File: config.mk
export PLATFORM = sky130hd
export DESIGN_NAME = deep_sleep_retention_control
export DESIGN_NICKNAME = d
export VERILOG_FILES = /design/src/hdl/dsleep_pkg.sv /design/src/hdl/dw_if.sv /design/src/hdl/double_write_gate.sv /design/src/hdl/deep_sleep_retention_control.sv
export SDC_FILE = /design/constraint.sdc
export NUM_CORES = 2
export LEC_CHECK = 0
export ABC_AREA = 1
export BUFFER_PORTS_ARGS = -buffer_cell sky130_fd_sc_hd__buf_2
export CAP_MARGIN = 20
export CORE_ASPECT_RATIO = 2
export CORE_UTILIZATION = 36
export CTS_CLUSTER_DIAMETER = 100
export CTS_CLUSTER_SIZE = 10
export DETAILED_ROUTE_END_ITERATION = 16
export HOLD_SLACK_MARGIN = 0.06
export SYNTH_ARGS = -nofsm -noshare
export SYNTH_HDL_FRONTEND = slang
export SYNTH_SLANG_ARGS = --single-unit
File: constraint.sdc
create_clock -name core_clk -period 8.6 [get_ports core_clk]
set_clock_uncertainty 0.2 [all_clocks]
set_input_delay 1.72 -clock core_clk [delete_from_list [all_inputs] [get_ports core_clk]]
set_output_delay 1.72 -clock core_clk [all_outputs]
set_load 0.01 [all_outputs]
File: src/hdl/dsleep_pkg.sv
package dsleep_pkg;

	// ---------------------------------------------------------------
	// Register map, byte addresses on the bus.
	// ---------------------------------------------------------------
	localparam logic [11:0] ADDR_UNLOCK  = 12'h000; // Unlock key register.
	localparam logic [11:0] ADDR_CTRL    = 12'h004; // Sleep control register.
	localparam logic [11:0] ADDR_CONFIG  = 12'h008; // Config word two image.
	localparam logic [11:0] ADDR_STATUS  = 12'h00c; // Power state status.
	localparam logic [11:0] ADDR_GP_ZERO = 12'h010; // Persistent register.
	localparam logic [11:0] ADDR_GP_BASE = 12'h080; // Gated registers 1..32.

	// Gated register window decode: upper bits select, index bits pick.
	localparam int          GP_COUNT   = 32;
	localparam int          GP_IDX_LSB = 2;
	localparam int          GP_IDX_MSB = 6;
	localparam int          GP_SEL_LSB = 7;
	localparam logic [4:0]  GP_SEL_VAL = 5'h01;

	// ---------------------------------------------------------------
	// Field positions.
	// ---------------------------------------------------------------
	localparam int CTRL_ENTRY_BIT   = 15; // Deep sleep entry enable.
	localparam int CTRL_RETAIN_BIT  = 13; // Gated register retention.
	localparam int CTRL_CALDIS_BIT  = 12; // Calendar off in deep sleep.
	localparam int CTRL_RELEASE_BIT = 0;  // Pin state release.
	localparam int CFG_WDT_EN_BIT   = 27; // Sleep watchdog enable.
	localparam int CFG_WDT_CLK_BIT  = 26; // Sleep watchdog clock select.
	localparam int CFG_BOR_BIT      = 20; // Sleep brown-out enable.
	localparam int STAT_STATE_LSB   = 0;  // Two-bit power state.
	localparam int STAT_UNLOCK_BIT  = 2;  // Unlock sequence done.
	localparam int STAT_PEND_BIT    = 3;  // First of two writes held.

	// Writable bits of the sleep control register and reset values.
	localparam logic [31:0] CTRL_WRITE_MASK = 32'h0000b001;
	localparam logic [31:0] CTRL_RESET      = 32'h00000000;
	localparam logic [31:0] DATA_ZERO       = 32'h00000000;

	// Unlock keys; values are arbitrary.
	localparam logic [31:0] UNLOCK_KEY_A = 32'h5a5a1234;
	localparam logic [31:0] UNLOCK_KEY_B = 32'ha5a54321;

	// Power states of the sequencer.
	typedef enum logic [1:0] {PWR_RUN, PWR_DEEP_SLEEP, PWR_BATTERY}
		power_state_t;

endpackage

File: src/hdl/dw_if.sv
`timescale 1ns/100ps
// Write stream into the double-write check and its commit answer.
interface dw_if;
	logic        wrEn;       // One bus write to a guarded register.
	logic [11:0] wrAddr;     // Address of that write.
	logic [31:0] wrData;     // Data of that write.
	logic        commit;     // Pulse: second matching write seen.
	logic [11:0] commitAddr; // Address to commit.
	logic [31:0] commitData; // Data to commit.
	logic        pending;    // A first write is held.

	modport gate (input wrEn, wrAddr, wrData,
		output commit, commitAddr, commitData, pending);
	modport user (output wrEn, wrAddr, wrData,
		input commit, commitAddr, commitData, pending);
endinterface

File: src/hdl/double_write_gate.sv
`timescale 1ns/100ps
// Holds the first write to a guarded register and commits only when the
// very next guarded write repeats the same address and data.
module double_write_gate
(
	input  wire logic core_clk,
	input  wire logic rst,
	dw_if.gate        dw
);

	logic held; // A first write waits for its twin.

	// ---------------------------------------------------------------
	// Pair check.
	// ---------------------------------------------------------------
	// A mismatching write replaces the held one, so a torn pair during a
	// supply dip never reaches the register.
	always_ff @(posedge core_clk)
	begin
		if (rst)
		begin
			held          <= 1'b0;
			dw.commit     <= 1'b0;
			dw.commitAddr <= 12'h000;
			dw.commitData <= dsleep_pkg::DATA_ZERO;
		end
		else if (dw.wrEn)
		begin
			if (held && dw.wrAddr == dw.commitAddr
				&& dw.wrData == dw.commitData)
			begin
				// Second matching write: release the value.
				held      <= 1'b0;
				dw.commit <= 1'b1;
			end
			else
			begin
				// First write, or a twin that disagrees: hold it.
				held          <= 1'b1;
				dw.commit     <= 1'b0;
				dw.commitAddr <= dw.wrAddr;
				dw.commitData <= dw.wrData;
			end
		end
		else
		begin
			dw.commit <= 1'b0;
		end
	end

	assign dw.pending = held;

endmodule // double_write_gate

File: src/hdl/deep_sleep_retention_control.sv
// Design decisions made here: the APB interface to the registers and the address map.
`timescale 1ns/100ps
module deep_sleep_retention_control
(
	input  wire logic        core_clk,          // System clock.
	input  wire logic        rst,               // Synchronous reset.
	input  wire logic        psel,              // Bus select.
	input  wire logic        penable,           // Bus access phase.
	input  wire logic        pwrite,            // Bus direction.
	input  wire logic [11:0] paddr,             // Bus byte address.
	input  wire logic [31:0] pwdata,            // Bus write data.
	output logic      [31:0] prdata,            // Bus read data.
	output logic             pready,            // Bus answer.
	output logic             pslverr,           // Unmapped address.
	input  wire logic [31:0] deviceConfigWord,  // Config word two strap.
	input  wire logic        waitSleepReq,      // Core wait with sleep.
	input  wire logic        mainSupplyOk,      // Main supply above POR.
	input  wire logic        masterClearPinN,   // Master clear pin level.
	input  wire logic        extIrqZeroPin,     // Interrupt zero pin.
	input  wire logic        calendarAlarm,     // Calendar wake event.
	input  wire logic        watchdogTimeout,   // Sleep watchdog expiry.
	output logic             corePowerOn,       // Core, RAM, peripherals.
	output logic             calendarPowerOn,   // Calendar clock domain.
	output logic             watchdogRun,       // Sleep watchdog active.
	output logic             watchdogClockSel,  // Sleep watchdog clock.
	output logic             gatedRegPowerOn,   // Gated registers 1..32.
	output logic             persistentPowerOn, // Register zero domain.
	output logic             wakePinsEnabled,   // Clear and irq pins live.
	output logic             sleepBrownoutArmed,// Brown-out in deep sleep.
	output logic             runFromBattery,    // Backup supply selected.
	output logic             pinStateHeld,      // Release bit state.
	output logic             powerOnResetPulse  // Exit from battery mode.
);

	// ---------------------------------------------------------------
	// Storage.
	// ---------------------------------------------------------------
	dsleep_pkg::power_state_t state;      // Current power state.
	dsleep_pkg::power_state_t next_state; // Power state to take.
	logic [31:0] sleepCtrl;               // Sleep control register.
	logic [31:0] configWord;              // Latched config word two.
	logic [31:0] gpZero;                  // Persistent register zero.
	localparam int GP_LAST = dsleep_pkg::GP_COUNT; // Last gated index.
	logic [31:0] gpRegs [1:GP_LAST];      // Gated registers 1..32.
	logic        keyStage;                // First key seen.
	logic        unlocked;                // Unlock sequence complete.
	logic        losingGated;             // Gated contents dropped.

	dw_if dw ();

	// ---------------------------------------------------------------
	// Bus decode.
	// ---------------------------------------------------------------
	logic        busWrite;  // Write taken at this edge.
	logic        busRead;   // Read taken at this edge.
	logic        hitGated;  // Address lies in gated window.
	logic [5:0]  gpIndex;   // Gated register number, 1..32.
	logic        mapped;    // Address is a register.

	// A write is taken at the edge where pready is already high, a read at the edge before.
	assign busWrite = psel && penable && pready && pwrite;
	assign busRead  = psel && penable && !pready && !pwrite;
	assign hitGated = paddr[11:dsleep_pkg::GP_SEL_LSB]
		== dsleep_pkg::GP_SEL_VAL;
	assign gpIndex  = {1'b0, paddr[dsleep_pkg::GP_IDX_MSB:
		dsleep_pkg::GP_IDX_LSB]} + 6'h01;
	assign mapped   = hitGated
		|| paddr == dsleep_pkg::ADDR_UNLOCK
		|| paddr == dsleep_pkg::ADDR_CTRL
		|| paddr == dsleep_pkg::ADDR_CONFIG
		|| paddr == dsleep_pkg::ADDR_STATUS
		|| paddr == dsleep_pkg::ADDR_GP_ZERO;

	// ---------------------------------------------------------------
	// Bus answer.
	// ---------------------------------------------------------------
	// Ready rises one cycle into the access phase and falls after the
	// completing edge, so every transfer takes exactly one wait state.
	always_ff @(posedge core_clk)
	begin
		if (rst)
		begin
			pready  <= 1'b0;
			pslverr <= 1'b0;
		end
		else
		begin
			pready  <= psel && penable && !pready;
			pslverr <= psel && penable && !pready && !mapped;
		end
	end

	// Read data is captured in the cycle before ready rises.
	always_ff @(posedge core_clk)
	begin
		if (rst)
		begin
			prdata <= dsleep_pkg::DATA_ZERO;
		end
		else if (busRead)
		begin
			if (hitGated)
			begin
				prdata <= gpRegs[gpIndex];
			end
			else
			begin
				unique case (paddr)
					dsleep_pkg::ADDR_CTRL:    prdata <= sleepCtrl;
					dsleep_pkg::ADDR_CONFIG:  prdata <= configWord;
					dsleep_pkg::ADDR_GP_ZERO: prdata <= gpZero;
					dsleep_pkg::ADDR_STATUS:
					begin
						prdata <= dsleep_pkg::DATA_ZERO;
						prdata[dsleep_pkg::STAT_STATE_LSB +: 2] <= state;
						prdata[dsleep_pkg::STAT_UNLOCK_BIT] <= unlocked;
						prdata[dsleep_pkg::STAT_PEND_BIT] <= dw.pending;
					end
					// Key register and unmapped holes read as zero.
					default: prdata <= dsleep_pkg::DATA_ZERO;
				endcase
			end
		end
	end

	// ---------------------------------------------------------------
	// Unlock sequence.
	// ---------------------------------------------------------------
	// Two keys in a row open the control register; a committed control
	// write or a wrong key closes it again.
	always_ff @(posedge core_clk)
	begin
		if (rst)
		begin
			keyStage <= 1'b0;
			unlocked <= 1'b0;
		end
		else if (busWrite && paddr == dsleep_pkg::ADDR_UNLOCK)
		begin
			keyStage <= pwdata == dsleep_pkg::UNLOCK_KEY_A;
			unlocked <= keyStage && pwdata == dsleep_pkg::UNLOCK_KEY_B;
		end
		else if (dw.commit && dw.commitAddr == dsleep_pkg::ADDR_CTRL)
		begin
			unlocked <= 1'b0;
		end
	end

	// ---------------------------------------------------------------
	// Double-write check for guarded registers.
	// ---------------------------------------------------------------
	// Control writes while locked never reach the check at all.
	assign dw.wrEn   = busWrite && (hitGated
		|| (paddr == dsleep_pkg::ADDR_CTRL && unlocked));
	assign dw.wrAddr = paddr;
	assign dw.wrData = pwdata;

	double_write_gate i_double_write_gate
	(
		.core_clk (core_clk),
		.rst      (rst),
		.dw       (dw)
	);

	// ---------------------------------------------------------------
	// Sleep control register.
	// ---------------------------------------------------------------
	always_ff @(posedge core_clk)
	begin
		if (rst)
		begin
			sleepCtrl <= dsleep_pkg::CTRL_RESET;
		end
		else if (dw.commit && dw.commitAddr == dsleep_pkg::ADDR_CTRL)
		begin
			sleepCtrl <= dw.commitData & dsleep_pkg::CTRL_WRITE_MASK;
		end
	end

	// Config word two is a strap, caught while reset is held.
	always_ff @(posedge core_clk)
	begin
		if (rst)
		begin
			configWord <= deviceConfigWord;
		end
	end

	// ---------------------------------------------------------------
	// Persistent register zero.
	// ---------------------------------------------------------------
	// Never cleared by any sleep or battery transition.
	always_ff @(posedge core_clk)
	begin
		if (rst)
		begin
			gpZero <= dsleep_pkg::DATA_ZERO;
		end
		else if (busWrite && paddr == dsleep_pkg::ADDR_GP_ZERO)
		begin
			gpZero <= pwdata;
		end
	end

	// ---------------------------------------------------------------
	// Gated registers 1..32.
	// ---------------------------------------------------------------
	// Without retention, contents are wiped when power leaves them.
	assign losingGated = state == dsleep_pkg::PWR_RUN
		&& next_state != dsleep_pkg::PWR_RUN
		&& !sleepCtrl[dsleep_pkg::CTRL_RETAIN_BIT];

	always_ff @(posedge core_clk)
	begin
		if (rst || losingGated)
		begin
			for (int i = 1; i <= GP_LAST; i++)
			begin
				gpRegs[i] <= dsleep_pkg::DATA_ZERO;
			end
		end
		else if (dw.commit && dw.commitAddr[11:dsleep_pkg::GP_SEL_LSB]
			== dsleep_pkg::GP_SEL_VAL)
		begin
			gpRegs[{1'b0, dw.commitAddr[dsleep_pkg::GP_IDX_MSB:
				dsleep_pkg::GP_IDX_LSB]} + 6'h01] <= dw.commitData;
		end
	end

	// ---------------------------------------------------------------
	// Power state machine.
	// ---------------------------------------------------------------
	always_comb
	begin
		next_state = state;
		if (!mainSupplyOk)
		begin
			next_state = dsleep_pkg::PWR_BATTERY;
		end
		else
		begin
			unique case (state)
				dsleep_pkg::PWR_RUN:
				begin
					if (waitSleepReq
						&& sleepCtrl[dsleep_pkg::CTRL_ENTRY_BIT])
					begin
						next_state = dsleep_pkg::PWR_DEEP_SLEEP;
					end
				end
				dsleep_pkg::PWR_DEEP_SLEEP:
				begin
					// Only live domains may wake the device.
					if (!masterClearPinN || extIrqZeroPin
						|| (calendarAlarm && calendarPowerOn)
						|| (watchdogTimeout && watchdogRun))
					begin
						next_state = dsleep_pkg::PWR_RUN;
					end
				end
				dsleep_pkg::PWR_BATTERY:
				begin
					next_state = dsleep_pkg::PWR_RUN;
				end
			endcase
		end
	end

	always_ff @(posedge core_clk)
	begin
		if (rst)
		begin
			state <= dsleep_pkg::PWR_RUN;
		end
		else
		begin
			state <= next_state;
		end
	end

	// ---------------------------------------------------------------
	// Domain power and pin outputs.
	// ---------------------------------------------------------------
	// Outputs follow the state one edge later, so a domain switches
	// off only after the state change is settled.
	always_ff @(posedge core_clk)
	begin
		if (rst)
		begin
			corePowerOn        <= 1'b1;
			calendarPowerOn    <= 1'b1;
			watchdogRun        <= 1'b0;
			gatedRegPowerOn    <= 1'b1;
			wakePinsEnabled    <= 1'b1;
			runFromBattery     <= 1'b0;
		end
		else
		begin
			// Core, RAM and most peripherals run only in run state.
			corePowerOn     <= state == dsleep_pkg::PWR_RUN;
			// Calendar stays on unless out of run state with its disable bit set.
			calendarPowerOn <= state == dsleep_pkg::PWR_RUN
				|| !sleepCtrl[dsleep_pkg::CTRL_CALDIS_BIT];
			// Watchdog only in deep sleep, never on the backup supply.
			watchdogRun     <= state == dsleep_pkg::PWR_DEEP_SLEEP
				&& configWord[dsleep_pkg::CFG_WDT_EN_BIT];
			gatedRegPowerOn <= state == dsleep_pkg::PWR_RUN
				|| sleepCtrl[dsleep_pkg::CTRL_RETAIN_BIT];
			wakePinsEnabled <= state != dsleep_pkg::PWR_BATTERY;
			runFromBattery  <= state == dsleep_pkg::PWR_BATTERY;
		end
	end

	// Persistent domain, configuration and sleep brown-out outputs.
	always_ff @(posedge core_clk)
	begin
		if (rst)
		begin
			persistentPowerOn  <= 1'b1;
			watchdogClockSel   <= 1'b0;
			sleepBrownoutArmed <= 1'b0;
			pinStateHeld       <= 1'b0;
		end
		else
		begin
			persistentPowerOn  <= 1'b1;
			watchdogClockSel   <= configWord[dsleep_pkg::CFG_WDT_CLK_BIT];
			sleepBrownoutArmed <= state == dsleep_pkg::PWR_DEEP_SLEEP
				&& configWord[dsleep_pkg::CFG_BOR_BIT];
			pinStateHeld       <= sleepCtrl[dsleep_pkg::CTRL_RELEASE_BIT];
		end
	end

	// ---------------------------------------------------------------
	// Power-on reset on leaving battery mode.
	// ---------------------------------------------------------------
	// One pulse when the main supply returns; the rest of the device
	// treats it as a cold start.
	always_ff @(posedge core_clk)
	begin
		if (rst)
		begin
			powerOnResetPulse <= 1'b0;
		end
		else
		begin
			powerOnResetPulse <= state == dsleep_pkg::PWR_BATTERY
				&& next_state == dsleep_pkg::PWR_RUN;
		end
	end

endmodule // deep_sleep_retention_control

==> impl_results.md <==
* Run status: completed
* Setup Crit Path Kind: input port to flip-flop
* Clock sink count at 2,210
* Delay-heaviest family, CP: buffers and inverters
* Final nets at 9,901
* Worst-Margin Slew at 1.29 ns
* Vias in the first global route at 70.0k
* Setup Slack @ Placement at 1.88 ns
* Clock share of power at 39.0%
* Most common cell after layout, fill and taps aside: nand2_1
* Synthesized instance count at 9,004
* Area Overhead vs Synth at 15.3%
* First-pass GRT wire length at 456,000 um
* WHS at 0.220 ns
* Final hold violations at 0
* Post-synthesis sequential area ratio at 69.3%
* Clk pin slew, worst setup/hold paths at 0.06 ns
* RePlAce Congestion at 0.966
* Worst Hold Class: flip-flop to flip-flop
* ANT nets after route at 0
* Sequential cell area at 65,100 um^2
* CP startpoint: paddr[2]
* Combinational power share at 8.6%
* # setup viols final at 0
* Routed len/inst at 23.5 um
* Tmin final at 5.99 ns
* Fill cell count at 25.0k
* Avg Cell Area, Syn at 10.4 um^2
* Relative slew slack at 13.8%
* Num CTS Buffers at 246
* Final worst slack at 2.61 ns
* End of the critical path: prdata[29]
* DP Wirelength at 194,000 um
* CTS HTree Levels at 4
* Resize count post-CTS at 0
* DRC at 0
* CP cell instances: buf_8 > buf_4 > nand3_1 > nand2_1 > nand2_4 > inv_6 > buf_4 > nand3_1 > nand3_1 > nand3_1 > nand3_1 > a21oi_1
* Yosys reg bits at 2,210
* CTS tree: built
* Worst EP required at 9.12 ns
* Most frequent cells in the layout: nand2_1 (2,514), edfxtp_1 (2,080), nand3_1 (1,972)
* Share of layout cells above drive strength 1 at 6.63%
* Pint at 17,900 uW
* Sequential share of power at 52.4%
* CP max-delay cell: buf_4
* Switching share of power at 24.3%
* I/O pins at 132
* Port bufs at 130
* R2r endpoint: gpRegs[12][0]
* Clock Latency Late Sink at 0.90 ns
* Hold_buf cts at 0
* Clock buffer depth at 4
* CP Launch Type: input port
* CTS Root Cell: clkbuf_16
* Post-Syn Area at 93,900 um^2
* Die area at 263,000 um^2
* Row cnt at 264
* Multi-input logic area at 29,100 um^2
* Die W at 363 um
* Post-CTS Setup Bufs at 0
* Worst setup EP type: flip-flop
* Setup tns final at 0 ns
* Gr ovfl total at 0
* Die span in y at 724 um
* Pwr Density at 218 nW/um^2
* Via Count at 70.1k
* Core box area at 259,000 um^2
* DRT Pass-1 Iters at 6
* P_sw at 5730 uW
* Max-cap violations at 0
* Fin crit share at 69.7%
* Initial antenna violation count at 12
* Critical Path Stages at 12
* Crit-path most repeated cell: nand3_1
* FF-to-FF path depth at 11
* All-Layer GR Usage at 23.6%
* Total Wirelength at 314,000 um
* Max Fclk at 0.167 GHz
* Vias per cell at 5.25
* CP arrival at 6.51 ns
* CP peak stage delay at 0.81 ns
* Largest net degree at the start of global routing at 206
* Reg2Reg Setup Slack at 3.90 ns
* Leak Pwr at 0.0406 uW
* Initial Util at 36.2%
* WP buf/inv at 4
* Netlist cell types at 30
* R2R Path Start: i_double_write_gate.dw.commitAddr[3]
* CP max FO at 79
* VDD IR-drop max at 0.207 mV
* Max-slew violations at 0
* RSZ-0062 raised after global routing: false
* Iter 0 DRT Violations at 6,348
* Synth warn at 0
==> sequential cells by signal, indices dropped and copies added, names as in the netlist, 2 cells and up <==
| signal | cells |
|---|---|
| state | 2 |
| configWord | 32 |
| gpRegs | 2048 |
| gpZero | 32 |
| prdata | 32 |
| sleepCtrl | 4 |
| i_double_write_gate.dw.commitData | 32 |
| i_double_write_gate.dw.commitAddr | 12 |
==> area by class of cell <==
class,instances,share of cell area [%]
Timing Repair Buffer,350,2.40
Clock inverter,4,0.0393
Antenna cell,11,0.0254
Inverter,159,0.572
Multi-Input combinational cell,6838,26.9
Clock buffer,317,5.97
Sequential cell,2210,60.1
Tap cell,3458,4.00
==> through the flow <==
stage / cells / area, um^2 / power (uW) / util [%]
floorplan: 9899 / 97200 / 13800 / -
global placement: 13000 / 102000 / 14600 / 39.2
detailed placement: 13000 / 102000 / 14600 / 39.2
CTS: 13300 / 108000 / 23700 / 41.7
global route: 13300 / 108000 / 24300 / 41.8
finish: 13300 / 108000 / 23600 / 41.8
==> kinds of logic after synthesis <==
family,share of synthesized area (%)
other cells,0.00800
simple gates,25.5
fa+ha+maj,0.120
xor+xnor,0.112
flops,69.3
buf+inv,3.52
compound gates,1.38
==> metal layers <==
metal	routed length [um]	up-vias	GRT usage, %
met5	27	-	0
met4	30200	4	20.4
met3	21700	1071	4.12
met2	159000	3121	41.8
met1	103000	34400	23.9
li1	-	31500	-
==> power by group through the flow <==
| stage | registers (uW) | logic, uW | clock network, uW |
|---|---|---|---|
| 2_1_floorplan | 12500 | 1220 | 0 |
| 3_3_place_gp | 12600 | 1990 | 0 |
| 3_5_place_dp | 12600 | 2000 | 0 |
| 4_1_cts | 12400 | 2000 | 9310 |
| 5_1_grt | 12400 | 2210 | 9650 |
| 6_report | 12400 | 2040 | 9190 |
==> cells in the mapped netlist (all sizes together) <==
cell / count / area, um^2
conb: 2 / 7.51
and3: 1 / 6.26
edfxtp: 2080 / 62500
inv: 152 / 571
a211oi: 7 / 52.6
clkinv: 7 / 26.3
nand2: 2518 / 9450
xor2: 6 / 52.6
buf: 136 / 624
dfxtp: 130 / 2600
nor3: 16 / 90.1
ha: 9 / 113
nand4: 37 / 231
nor2: 1129 / 4240
o21ai: 75 / 375
nor4b: 2 / 17.5
o22ai: 8 / 50.1
nand3b: 2 / 15.0
xnor2: 6 / 52.6
nand3: 1973 / 9870
o2111ai: 2 / 17.5
a221oi: 25 / 219
a21oi: 117 / 586
nor4: 8 / 50.1
clkbuf: 556 / 2090
==> how the worst min path moves through the flow <==
stage	from	endpoint	slack, ns	cells past startpoint
after floorplan	sleepCtrl[12]	calendarPowerOn	0.19	1
after global placement	sleepCtrl[12]	calendarPowerOn	0.21	1
after detailed placement	sleepCtrl[12]	calendarPowerOn	0.22	1
after CTS	sleepCtrl[12]	calendarPowerOn	0.22	1
after global routing	sleepCtrl[12]	calendarPowerOn	0.25	1
final	sleepCtrl[12]	calendarPowerOn	0.22	1
No activity file was read; power rests on OpenSTA's default activity.
